**config.mk**
```make
export PLATFORM = sky130hd
export DESIGN_NAME = i2cd_target
export DESIGN_NICKNAME = d
export VERILOG_FILES = /design/src/pkg/i2cd_pkg.sv /design/src/pkg/i2cd_line_if.sv /design/src/design/i2cd_target.sv /design/src/design/i2cd_sync.sv /design/src/design/i2cd_line_front.sv
export VERILOG_INCLUDE_DIRS = /design/src /design/src/pkg
export SDC_FILE = /design/constraint.sdc
export NUM_CORES = 1
export LEC_CHECK = 0
export ABC_AREA = 1
export BUFFER_PORTS_ARGS = -buffer_cell sky130_fd_sc_hd__buf_2
export CAP_MARGIN = 20
export CELL_PAD_IN_SITES_DETAIL_PLACEMENT = 0
export CELL_PAD_IN_SITES_GLOBAL_PLACEMENT = 1
export CORE_MARGIN = 2
export CORE_UTILIZATION = 48
export DETAILED_ROUTE_END_ITERATION = 7
export PLACE_DENSITY_LB_ADDON = 0.1
export SLEW_MARGIN = 20
export SYNTH_ARGS = -nofsm -noshare
export SYNTH_HDL_FRONTEND = slang
export SYNTH_SLANG_ARGS = --single-unit
export TNS_END_PERCENT = 30
```
**constraint.sdc**
```tcl
create_clock -name clk -period 2.8 [get_ports clk]
set_input_delay 0.84 -clock clk [delete_from_list [all_inputs] [get_ports clk]]
set_output_delay 0.84 -clock clk [all_outputs]
set_load 0.005 [all_outputs]
```
**src/pkg/i2cd_cfg.svh**
```systemverilog
/*
  i2cd_cfg.svh: constants for the i2c dac target (addresses, command bits, power codes, reset values).
  assumes: included by bare name from the target design file.
*/
`ifndef I2CD_CFG_SVH
`define I2CD_CFG_SVH
`define I2CD_ADDR_PRESET 5'h13
`define I2CD_ADDR_BCAST 7'h48
`define I2CD_CMD_PD_BIT 0
`define I2CD_CMD_SRC_BIT 2
`define I2CD_CMD_LD_LO_BIT 4
`define I2CD_CMD_LD_HI_BIT 5
`define I2CD_PWR_LOW 3'h0
`define I2CD_PWR_FAST 3'h1
`define I2CD_PWR_PD1K 3'h2
`define I2CD_PWR_PD100K 3'h3
`define I2CD_PWR_HIZ 3'h4
`define I2CD_DAC_RESET 16'h0000
`define I2CD_CMD_RESET 8'h00
`endif

```
**src/pkg/i2cd_pkg.sv**
```systemverilog
/*
  i2cd_pkg.sv: types shared by the i2c dac target modules.
  assumes: i2cd_cfg.svh holds the numeric constants.
*/
package i2cd_pkg;
  typedef enum logic [2:0] {
    I2CD_PWR_LOW_E,
    I2CD_PWR_FAST_E,
    I2CD_PWR_PD1K_E,
    I2CD_PWR_PD100K_E,
    I2CD_PWR_HIZ_E
  } i2cd_pwr_e;
  typedef enum logic [2:0] {
    I2CD_IDLE,
    I2CD_ADDR,
    I2CD_ADDR_ACK,
    I2CD_WR_BYTE,
    I2CD_WR_ACK,
    I2CD_RD_BYTE,
    I2CD_RD_ACK
  } i2cd_state_e;
endpackage : i2cd_pkg

```
**src/pkg/i2cd_line_if.sv**
```systemverilog
/*
  i2cd_line_if.sv: synchronised bus-line events passed from the line front end to the protocol engine.
  assumes: single clock domain clk.
*/
`timescale 1ns/1ps
interface i2cd_line_if;
  logic scl_rise;
  logic scl_fall;
  logic sda_level;
  logic start_evt;
  logic stop_evt;
  modport front (output scl_rise, output scl_fall, output sda_level, output start_evt, output stop_evt);
  modport engine (input scl_rise, input scl_fall, input sda_level, input start_evt, input stop_evt);
endinterface : i2cd_line_if

```
**src/design/i2cd_target.sv**
```systemverilog
/*
  i2cd_target.sv: i2c target of a 16-bit dac: address match, command/data reception,
  update at the acknowledge after the lower byte, read-back of upper, lower and command bytes.
  assumes: scl/sda/addr_select_pin are asynchronous pins; sda is open drain (sda_oe pulls low).
*/
`timescale 1ns/1ps
`include "i2cd_cfg.svh"
module i2cd_target import i2cd_pkg::*; (
  // clock and reset
  input wire logic clk,
  input wire logic reset_n,
  // bus pins
  input wire logic scl_in,
  input wire logic sda_in,
  output logic sda_out,
  output logic sda_oe,
  // strap
  input wire logic addr_select_pin,
  // analog-side state
  output logic [15:0] dac_code,
  output logic [15:0] temp_code,
  output i2cd_pwr_e power_setting_select,
  output logic [7:0] last_cmd,
  output logic update_pulse
);
  i2cd_line_if ev ();
  i2cd_line_front u_front (.clk(clk), .reset_n(reset_n), .scl_in(scl_in), .sda_in(sda_in), .ev(ev));

  logic sel_s;
  i2cd_sync u_sel (.clk(clk), .reset_n(reset_n), .d(addr_select_pin), .q(sel_s));

  i2cd_state_e st_q, st_d;
  logic [7:0] sh_q, sh_d;
  logic [3:0] bit_q, bit_d;
  logic [1:0] bidx_q, bidx_d;      // write: 0 command, 1 upper, 2 lower; read: 0 upper, 1 lower, 2 command
  logic bcast_q, bcast_d;
  logic rw_q, rw_d;
  logic ack_q, ack_d;              // acknowledge this byte
  logic hold_q, hold_d;            // drive low during current slot
  logic [7:0] up_q, up_d;
  logic [7:0] lo_q, lo_d;
  logic [7:0] cmd_q, cmd_d;
  logic [15:0] dac_q, dac_d;
  logic [15:0] tmp_q, tmp_d;
  logic [15:0] rb_q, rb_d;         // read-back data word
  logic [2:0] tpwr_q, tpwr_d;      // power setting held with temporary word
  logic tpd_q, tpd_d;              // temporary word carries a power setting
  i2cd_pwr_e pwr_q, pwr_d;
  logic upd_q, upd_d;
  logic pair_done_q, pair_done_d;

  logic addr_hit;
  logic addr_bc;
  logic cmd_ok;
  logic load_tmp;
  logic load_dac;
  logic from_tmp;
  logic [7:0] tx_byte;

  function automatic i2cd_pwr_e pwr_decode(input logic [2:0] m);
    unique case (m[2:1])
      2'b00: pwr_decode = m[0] ? I2CD_PWR_FAST_E : I2CD_PWR_LOW_E;
      2'b01: pwr_decode = I2CD_PWR_PD1K_E;
      2'b10: pwr_decode = I2CD_PWR_PD100K_E;
      2'b11: pwr_decode = I2CD_PWR_HIZ_E;
    endcase
  endfunction : pwr_decode

  always_comb begin
    addr_bc = (sh_q[6:0] == `I2CD_ADDR_BCAST) && !ev.sda_level;
    addr_hit = (sh_q[6:2] == `I2CD_ADDR_PRESET) && (sh_q[1] == sel_s) && !sh_q[0];
    cmd_ok = bcast_q ? (cmd_q[`I2CD_CMD_LD_HI_BIT] && cmd_q[`I2CD_CMD_LD_LO_BIT])
                     : (cmd_q[7:6] == 2'b00);
    load_tmp = !cmd_q[`I2CD_CMD_LD_HI_BIT] ||
               (cmd_q[`I2CD_CMD_LD_HI_BIT] && cmd_q[`I2CD_CMD_LD_LO_BIT] && cmd_q[`I2CD_CMD_SRC_BIT]);
    load_dac = cmd_q[`I2CD_CMD_LD_HI_BIT] || cmd_q[`I2CD_CMD_LD_LO_BIT];
    from_tmp = cmd_q[`I2CD_CMD_LD_HI_BIT] && !(cmd_q[`I2CD_CMD_LD_LO_BIT] && cmd_q[`I2CD_CMD_SRC_BIT]);
    unique case (bidx_q)
      2'd0: tx_byte = rb_q[15:8];
      2'd1: tx_byte = rb_q[7:0];
      default: tx_byte = cmd_q;
    endcase
  end

  always_comb begin
    st_d = st_q;
    sh_d = sh_q;
    bit_d = bit_q;
    bidx_d = bidx_q;
    bcast_d = bcast_q;
    rw_d = rw_q;
    ack_d = ack_q;
    hold_d = hold_q;
    up_d = up_q;
    lo_d = lo_q;
    cmd_d = cmd_q;
    dac_d = dac_q;
    tmp_d = tmp_q;
    rb_d = rb_q;
    tpwr_d = tpwr_q;
    tpd_d = tpd_q;
    pwr_d = pwr_q;
    upd_d = 1'b0;
    pair_done_d = pair_done_q;
    if (ev.start_evt) begin
      // a partial pair is simply dropped
      st_d = I2CD_ADDR;
      bit_d = 4'd0;
      hold_d = 1'b0;
    end else if (ev.stop_evt) begin
      st_d = I2CD_IDLE;
      hold_d = 1'b0;
    end else begin
      unique case (st_q)
        I2CD_IDLE: hold_d = 1'b0;
        I2CD_ADDR: begin
          if (ev.scl_rise) begin
            sh_d = {sh_q[6:0], ev.sda_level};
            bit_d = bit_q + 4'd1;
            if (bit_q == 4'd7) begin
              rw_d = ev.sda_level;
              bcast_d = addr_bc;
              ack_d = addr_bc || addr_hit;
            end
          end else if (ev.scl_fall && bit_q == 4'd8) begin
            hold_d = ack_q;
            st_d = ack_q ? I2CD_ADDR_ACK : I2CD_IDLE;
          end
        end
        I2CD_ADDR_ACK: begin
          if (ev.scl_fall) begin
            bit_d = 4'd0;
            bidx_d = 2'd0;
            if (rw_q) begin
              st_d = I2CD_RD_BYTE;
              hold_d = !rb_q[15];
              bit_d = 4'd1;
            end else begin
              st_d = I2CD_WR_BYTE;
              hold_d = 1'b0;
            end
          end
        end
        I2CD_WR_BYTE: begin
          if (ev.scl_rise) begin
            sh_d = {sh_q[6:0], ev.sda_level};
            bit_d = bit_q + 4'd1;
          end else if (ev.scl_fall && bit_q == 4'd8) begin
            hold_d = 1'b1; // every byte acknowledged
            st_d = I2CD_WR_ACK;
            unique case (bidx_q)
              2'd0: cmd_d = sh_q;
              2'd1: up_d = sh_q;
              default: lo_d = sh_q;
            endcase
            pair_done_d = (bidx_q == 2'd2);
          end
        end
        I2CD_WR_ACK: begin
          if (ev.scl_fall) begin
            hold_d = 1'b0;
            bit_d = 4'd0;
            st_d = I2CD_WR_BYTE;
            bidx_d = (bidx_q == 2'd2) ? 2'd1 : bidx_q + 2'd1;
            if (pair_done_q && cmd_ok) begin
              pair_done_d = 1'b0;
              upd_d = 1'b1;
              rb_d = from_tmp ? {up_q, lo_q} : {up_q, lo_q};
              if (load_tmp) begin
                tmp_d = {up_q, lo_q};
                tpd_d = cmd_q[`I2CD_CMD_PD_BIT];
                tpwr_d = up_q[7:5];
              end
              if (load_dac) begin
                if (from_tmp) begin
                  if (tpd_q) pwr_d = pwr_decode(tpwr_q);
                  else begin
                    dac_d = tmp_q;
                    if (pwr_q != I2CD_PWR_FAST_E) pwr_d = I2CD_PWR_LOW_E;
                  end
                end else if (cmd_q[`I2CD_CMD_PD_BIT]) begin
                  pwr_d = pwr_decode(up_q[7:5]);
                end else begin
                  dac_d = {up_q, lo_q};
                  if (pwr_q != I2CD_PWR_FAST_E) pwr_d = I2CD_PWR_LOW_E;
                end
              end
            end else begin
              pair_done_d = 1'b0;
            end
          end
        end
        I2CD_RD_BYTE: begin
          if (ev.scl_fall) begin
            if (bit_q == 4'd8) begin
              hold_d = 1'b0;
              st_d = I2CD_RD_ACK;
            end else begin
              hold_d = !tx_byte[3'(7 - bit_q)];
              bit_d = bit_q + 4'd1;
            end
          end
        end
        I2CD_RD_ACK: begin
          if (ev.scl_rise) begin
            ack_d = !ev.sda_level;
          end else if (ev.scl_fall) begin
            if (ack_q) begin
              bidx_d = (bidx_q == 2'd2) ? 2'd0 : bidx_q + 2'd1;
              st_d = I2CD_RD_BYTE;
              bit_d = 4'd1;
              unique case (bidx_q)
                2'd0: hold_d = !rb_q[7];
                2'd1: hold_d = !cmd_q[7];
                default: hold_d = !rb_q[15];
              endcase
            end else begin
              st_d = I2CD_IDLE;
              hold_d = 1'b0;
            end
          end
        end
        default: st_d = I2CD_IDLE;
      endcase
    end
  end

  always_ff @(posedge clk or negedge reset_n) begin
    if (!reset_n) begin
      st_q <= I2CD_IDLE;
      sh_q <= 8'h00;
      bit_q <= 4'h0;
      bidx_q <= 2'h0;
      bcast_q <= 1'b0;
      rw_q <= 1'b0;
      ack_q <= 1'b0;
      hold_q <= 1'b0;
      up_q <= 8'h00;
      lo_q <= 8'h00;
      cmd_q <= `I2CD_CMD_RESET;
      dac_q <= `I2CD_DAC_RESET;
      tmp_q <= `I2CD_DAC_RESET;
      rb_q <= `I2CD_DAC_RESET;
      tpwr_q <= `I2CD_PWR_LOW;
      tpd_q <= 1'b0;
      pwr_q <= I2CD_PWR_LOW_E;
      upd_q <= 1'b0;
      pair_done_q <= 1'b0;
    end else begin
      st_q <= st_d;
      sh_q <= sh_d;
      bit_q <= bit_d;
      bidx_q <= bidx_d;
      bcast_q <= bcast_d;
      rw_q <= rw_d;
      ack_q <= ack_d;
      hold_q <= hold_d;
      up_q <= up_d;
      lo_q <= lo_d;
      cmd_q <= cmd_d;
      dac_q <= dac_d;
      tmp_q <= tmp_d;
      rb_q <= rb_d;
      tpwr_q <= tpwr_d;
      tpd_q <= tpd_d;
      pwr_q <= pwr_d;
      upd_q <= upd_d;
      pair_done_q <= pair_done_d;
    end
  end

  assign sda_out = 1'b0;
  assign sda_oe = hold_q;
  assign dac_code = dac_q;
  assign temp_code = tmp_q;
  assign power_setting_select = pwr_q;
  assign last_cmd = cmd_q;
  assign update_pulse = upd_q;

  a_sda_change_low: assert property (@(posedge clk) disable iff (!reset_n)
    $changed(sda_oe) |-> !u_front.scl_q)
    else $error("data line moved at a clock rise");
  a_update_on_fall: assert property (@(posedge clk) disable iff (!reset_n)
    update_pulse |-> $past(ev.scl_fall) && $past(st_q) == I2CD_WR_ACK)
    else $error("update away from acknowledge fall");
  a_dac_only_on_update: assert property (@(posedge clk) disable iff (!reset_n)
    $changed(dac_code) |-> update_pulse)
    else $error("dac register changed without update");
  a_nack_release: assert property (@(posedge clk) disable iff (!reset_n)
    (st_q == I2CD_RD_ACK && ev.scl_fall && !ack_q && !ev.start_evt && !ev.stop_evt) |=> !sda_oe && st_q == I2CD_IDLE)
    else $error("bus not released after not-acknowledge");
  a_stop_release: assert property (@(posedge clk) disable iff (!reset_n)
    ev.stop_evt |=> !sda_oe ##1 !sda_oe)
    else $error("line held after stop");
  a_wr_ack_drive: assert property (@(posedge clk) disable iff (!reset_n)
    (st_q == I2CD_WR_ACK && !ev.scl_fall && !ev.start_evt && !ev.stop_evt) |-> sda_oe)
    else $error("write byte not acknowledged");
  a_bcast_no_read: assert property (@(posedge clk) disable iff (!reset_n)
    (st_q == I2CD_ADDR && ev.scl_rise && bit_q == 4'd7 && sh_q[6:0] == `I2CD_ADDR_BCAST && ev.sda_level
     && !addr_hit) |=> !ack_q)
    else $error("broadcast read acknowledged");
  a_pd_exit: assert property (@(posedge clk) disable iff (!reset_n)
    ($changed(dac_code)) |-> (power_setting_select == I2CD_PWR_LOW_E || power_setting_select == I2CD_PWR_FAST_E))
    else $error("dac update left device powered down");
endmodule : i2cd_target

```
**src/design/i2cd_sync.sv**
```systemverilog
/*
  i2cd_sync.sv: two-flop synchroniser for one asynchronous level.
  assumes: d comes from outside the clk domain.
*/
`timescale 1ns/1ps
module i2cd_sync (
  // clock and reset
  input wire logic clk,
  input wire logic reset_n,
  // level
  input wire logic d,
  output logic q
);
  logic meta_q;
  logic meta_d;
  logic q_d;
  always_comb begin
    meta_d = d;
    q_d = meta_q;
  end
  always_ff @(posedge clk or negedge reset_n) begin
    if (!reset_n) begin
      meta_q <= 1'b1;
      q <= 1'b1;
    end else begin
      meta_q <= meta_d;
      q <= q_d;
    end
  end
endmodule : i2cd_sync

```
**src/design/i2cd_line_front.sv**
```systemverilog
/*
  i2cd_line_front.sv: synchronises scl and sda, finds clock edges and start/stop conditions.
  assumes: bus pins idle high; clk far faster than scl.
*/
`timescale 1ns/1ps
module i2cd_line_front (
  // clock and reset
  input wire logic clk,
  input wire logic reset_n,
  // pins
  input wire logic scl_in,
  input wire logic sda_in,
  // events
  i2cd_line_if.front ev
);
  logic scl_s;
  logic sda_s;
  logic scl_q;
  logic sda_q;
  logic scl_d;
  logic sda_d;
  i2cd_sync u_scl (.clk(clk), .reset_n(reset_n), .d(scl_in), .q(scl_s));
  i2cd_sync u_sda (.clk(clk), .reset_n(reset_n), .d(sda_in), .q(sda_s));
  always_comb begin
    scl_d = scl_s;
    sda_d = sda_s;
  end
  always_ff @(posedge clk or negedge reset_n) begin
    if (!reset_n) begin
      scl_q <= 1'b1;
      sda_q <= 1'b1;
    end else begin
      scl_q <= scl_d;
      sda_q <= sda_d;
    end
  end
  assign ev.scl_rise = scl_s && !scl_q;
  assign ev.scl_fall = !scl_s && scl_q;
  assign ev.sda_level = sda_s;
  // sda moving while scl stays high marks start or stop
  assign ev.start_evt = scl_s && scl_q && sda_q && !sda_s;
  assign ev.stop_evt = scl_s && scl_q && !sda_q && sda_s;
endmodule : i2cd_line_front

```
==> results.json <==
{
  "status": "finished clean",
  "synth_area_leaders": "dfrtp_1 (48%), nand2_1 (12%), o21ai_0 (8.2%), inv_1 (4.3%), dfstp_2 (4.1%)",
  "ys_ff_latch": 107,
  "synth_edf_count": 0,
  "initial_core_util_pct": 49.7,
  "yosys_warnings": 0,
  "fp.dieW_microns": 108,
  "cpPeakStageDelay_ns": 0.61,
  "required_ns": 3.07,
  "grt_overflow": 0,
  "fin_crit_ns": 2.17,
  "rsz0062_at_grt": "false",
  "antenna_found_initial": 0,
  "placed_area_sq_um": 5510,
  "gp_congestion": 0.938,
  "die_area_sq_um": 11600,
  "fmax_mhz": 461,
  "cts_buffer_depth": 2,
  "startpoint_type": "flip-flop",
  "peakVddDrop_mv": 0.451,
  "drive_gt1_share_pct": 19.1,
  "slowest_stage": "dfstp_2",
  "clk_pin_slew_worst_paths_ns": 0.10,
  "ff2ff_path_depth": 7,
  "cts_buffers": 9,
  "synth_top_area_cell": "dfrtp_1",
  "synth_most_common_cell": "nand2_1",
  "detail_route.wl_per_cell_microns": 15.8,
  "clk-insertion-delay-late_ns": 0.39,
  "synthTopCellsByCount": "nand2_1 (159), dfrtp_1 (99), o21ai_0 (84)",
  "cp.arrival_ns": 2.44,
  "clock-skew-final_ns": 0.0132,
  "grtUsageTotal_pct": 23.5,
  "ios": 51,
  "nNetsFinal": 661,
  "tritoncts": "done",
  "via_count": 4140,
  "synth_cell_types": 38,
  "maxCapViolCount": 0,
  "post-dp-hpwl_microns": 9300,
  "avgSynthCellArea_sq_um": 8.57,
  "drt_iter0_markers": 269,
  "cts_sinks": 107,
  "power_mw": 3.72,
  "ys_seq_area_share_pct": 52.1,
  "grt_pass1_wl_microns": 20800,
  "worst_pin_slew_ns": 0.579,
  "syn_inst": 602,
  "grt_start_max_net_pins": 57,
  "path_cells": "inv_1 > nand3_2 > nand2_1 > nor3_4 > nand3b_4 > nand2_1 > o21ai_2",
  "holdBufCountCts": 0,
  "core_sq_um": 10400,
  "cts_root_buffer": "clkbuf_8",
  "portBuffers": 49,
  "hold_viol": 0,
  "p_per_area_nw_per_um2": 647,
  "synth_area_sq_um": 5160,
  "cp-end-kind": "flip-flop",
  "drc": 0,
  "design_area_sq_um": 5750,
  "cts_resized": 0,
  "synth_fp_nets": 615,
  "tns_ns": 0,
  "dr.pass1.iters": 5,
  "rows": 37,
  "synth-main-ff-cell": "dfrtp_1",
  "area_growth_pct": 11.5,
  "finalMaxSlewViolations": 0,
  "period_share_pct": 77.5,
  "post_drt_via_cell_ratio": 5.25,
  "crit_type": "reg -> reg",
  "hp-class": "in -> async",
  "synth-async-reset-ratio_pct": 100,
  "crit_fanout": 32,
  "htreeDepth": 3,
  "synth_top_cell_area_share_pct": 48.0,
  "die_h_microns": 108,
  "max_slew_margin_pct": 61.3,
  "antennaDiodeCount": 0,
  "post_cts_buffers": 0,
  "setup-violations-final": 0,
  "grt_pass1_vias": 3956,
  "drt-total-wl_microns": 12500,
  "leakagePower_nw": 2.85,
  "cp_common_cell": "nand2_1",
  "detail-route-antenna-nets": 0
}
-- stage by stage --
step,setup WS (ns),utilization [%],hold WS (ns),instances
after detailed placement,0.651,53.1,0.347,773
after floorplan,1.07,-,0.345,602
after CTS,0.634,55.4,0.349,789
final,0.629,55.4,0.357,789
after global placement,0.644,53.1,0.346,773
after global routing,0.503,55.4,0.358,789
-- cells in the final DEF (no fill, tap or decap), types with 2 or more instances in the layout --
master | netlist | final
o211ai_1 | 2 | 2
nor2_4 | 7 | 7
o21ai_2 | 16 | 16
a21oi_1 | 27 | 27
nand3_1 | 24 | 24
bufinv_16 | 0 | 2
inv_6 | 0 | 2
dfstp_2 | 8 | 8
buf_4 | 1 | 5
xor2_1 | 2 | 2
nand4_1 | 3 | 3
o2111ai_1 | 2 | 2
inv_2 | 7 | 7
nor3_1 | 9 | 9
clkbuf_8 | 0 | 10
dfrtp_1 | 99 | 99
buf_2 | 0 | 48
nor3_2 | 2 | 2
ha_1 | 8 | 8
o21ai_0 | 84 | 84
inv_1 | 59 | 59
nor2_2 | 2 | 2
nor2_1 | 28 | 28
nand2_1 | 159 | 159
a31oi_1 | 3 | 3
nand3_2 | 4 | 4
o21ai_1 | 10 | 10
a22oi_1 | 2 | 2
nand2_2 | 5 | 5
-- routing by layer --
metal	up-vias	GRT usage, %	share of wire [%]
li1	2046	-	-
met1	1979	32.9	46
met2	103	37.4	48
met3	12	5.33	5.4
met4	0	5.49	1.1
met5	-	0	0
-- registers in the layout, indices dropped and copies added (netlist names), 2 cells and up --
name,count
dac_code,16
rb_q,16
temp_code,16
last_cmd,8
lo_q,8
sh_q,8
up_q,8
bit_q,4
power_setting_select,3
st_q,3
bidx_q,2
-- power breakdown --
part	switching [mW]	internal (mW)	leakage [nW]	total, mW
Clock	0.556	0.543	0.117	1.10
Sequential	0.167	1.65	1.45	1.82
Combinational	0.568	0.231	1.28	0.799
-- worst paths after layout --
| kind | start | to | slack (ns) |
|---|---|---|---|
| min in group clk | u_sel.meta_q | u_sel.q | 0.36 |
| setup reg to reg | u_front.u_sda.q | dac_code[3] | 0.63 |
| setup / recovery | u_front.u_sda.q | dac_code[3] | 0.63 |
| hold reg to reg | u_sel.meta_q | u_sel.q | 0.36 |
| hold / removal | reset_n | dac_code[14] | 0.36 |
| max in group asynchronous | reset_n | u_front.u_scl.q | 1.70 |
-- critical path: cells and delay by family (launching register included) --
family | cells | cell delay (ns)
simple gates | 5 | 1.24
flops | 1 | 0.61
buf+inv | 1 | 0.13
compound gates | 1 | 0.06
-- final cells by class --
type | instances | area (sq um)
Sequential cell | 107 | 2690
Tap cell | 136 | 170
Timing Repair Buffer | 54 | 298
Inverter | 66 | 248
Clock buffer | 11 | 141
Fill cell | 1029 | 4620
Multi-Input combinational cell | 410 | 2110
Clock inverter | 5 | 93.8
-- kinds of logic after synthesis --
family                     count (synthesis)  synth area share [%]
and+or+nand+nor                          250                  22.3
AOI/OAI and AO/OA                        148                  16.0
DFF                                      107                  52.1
buffers and inverters                     85                  6.99
adders and majority gates                  8                  1.94
xor gates and xnor gates                   3                 0.510
other                                      1                0.0727
No activity file was read; power rests on OpenSTA's default activity.
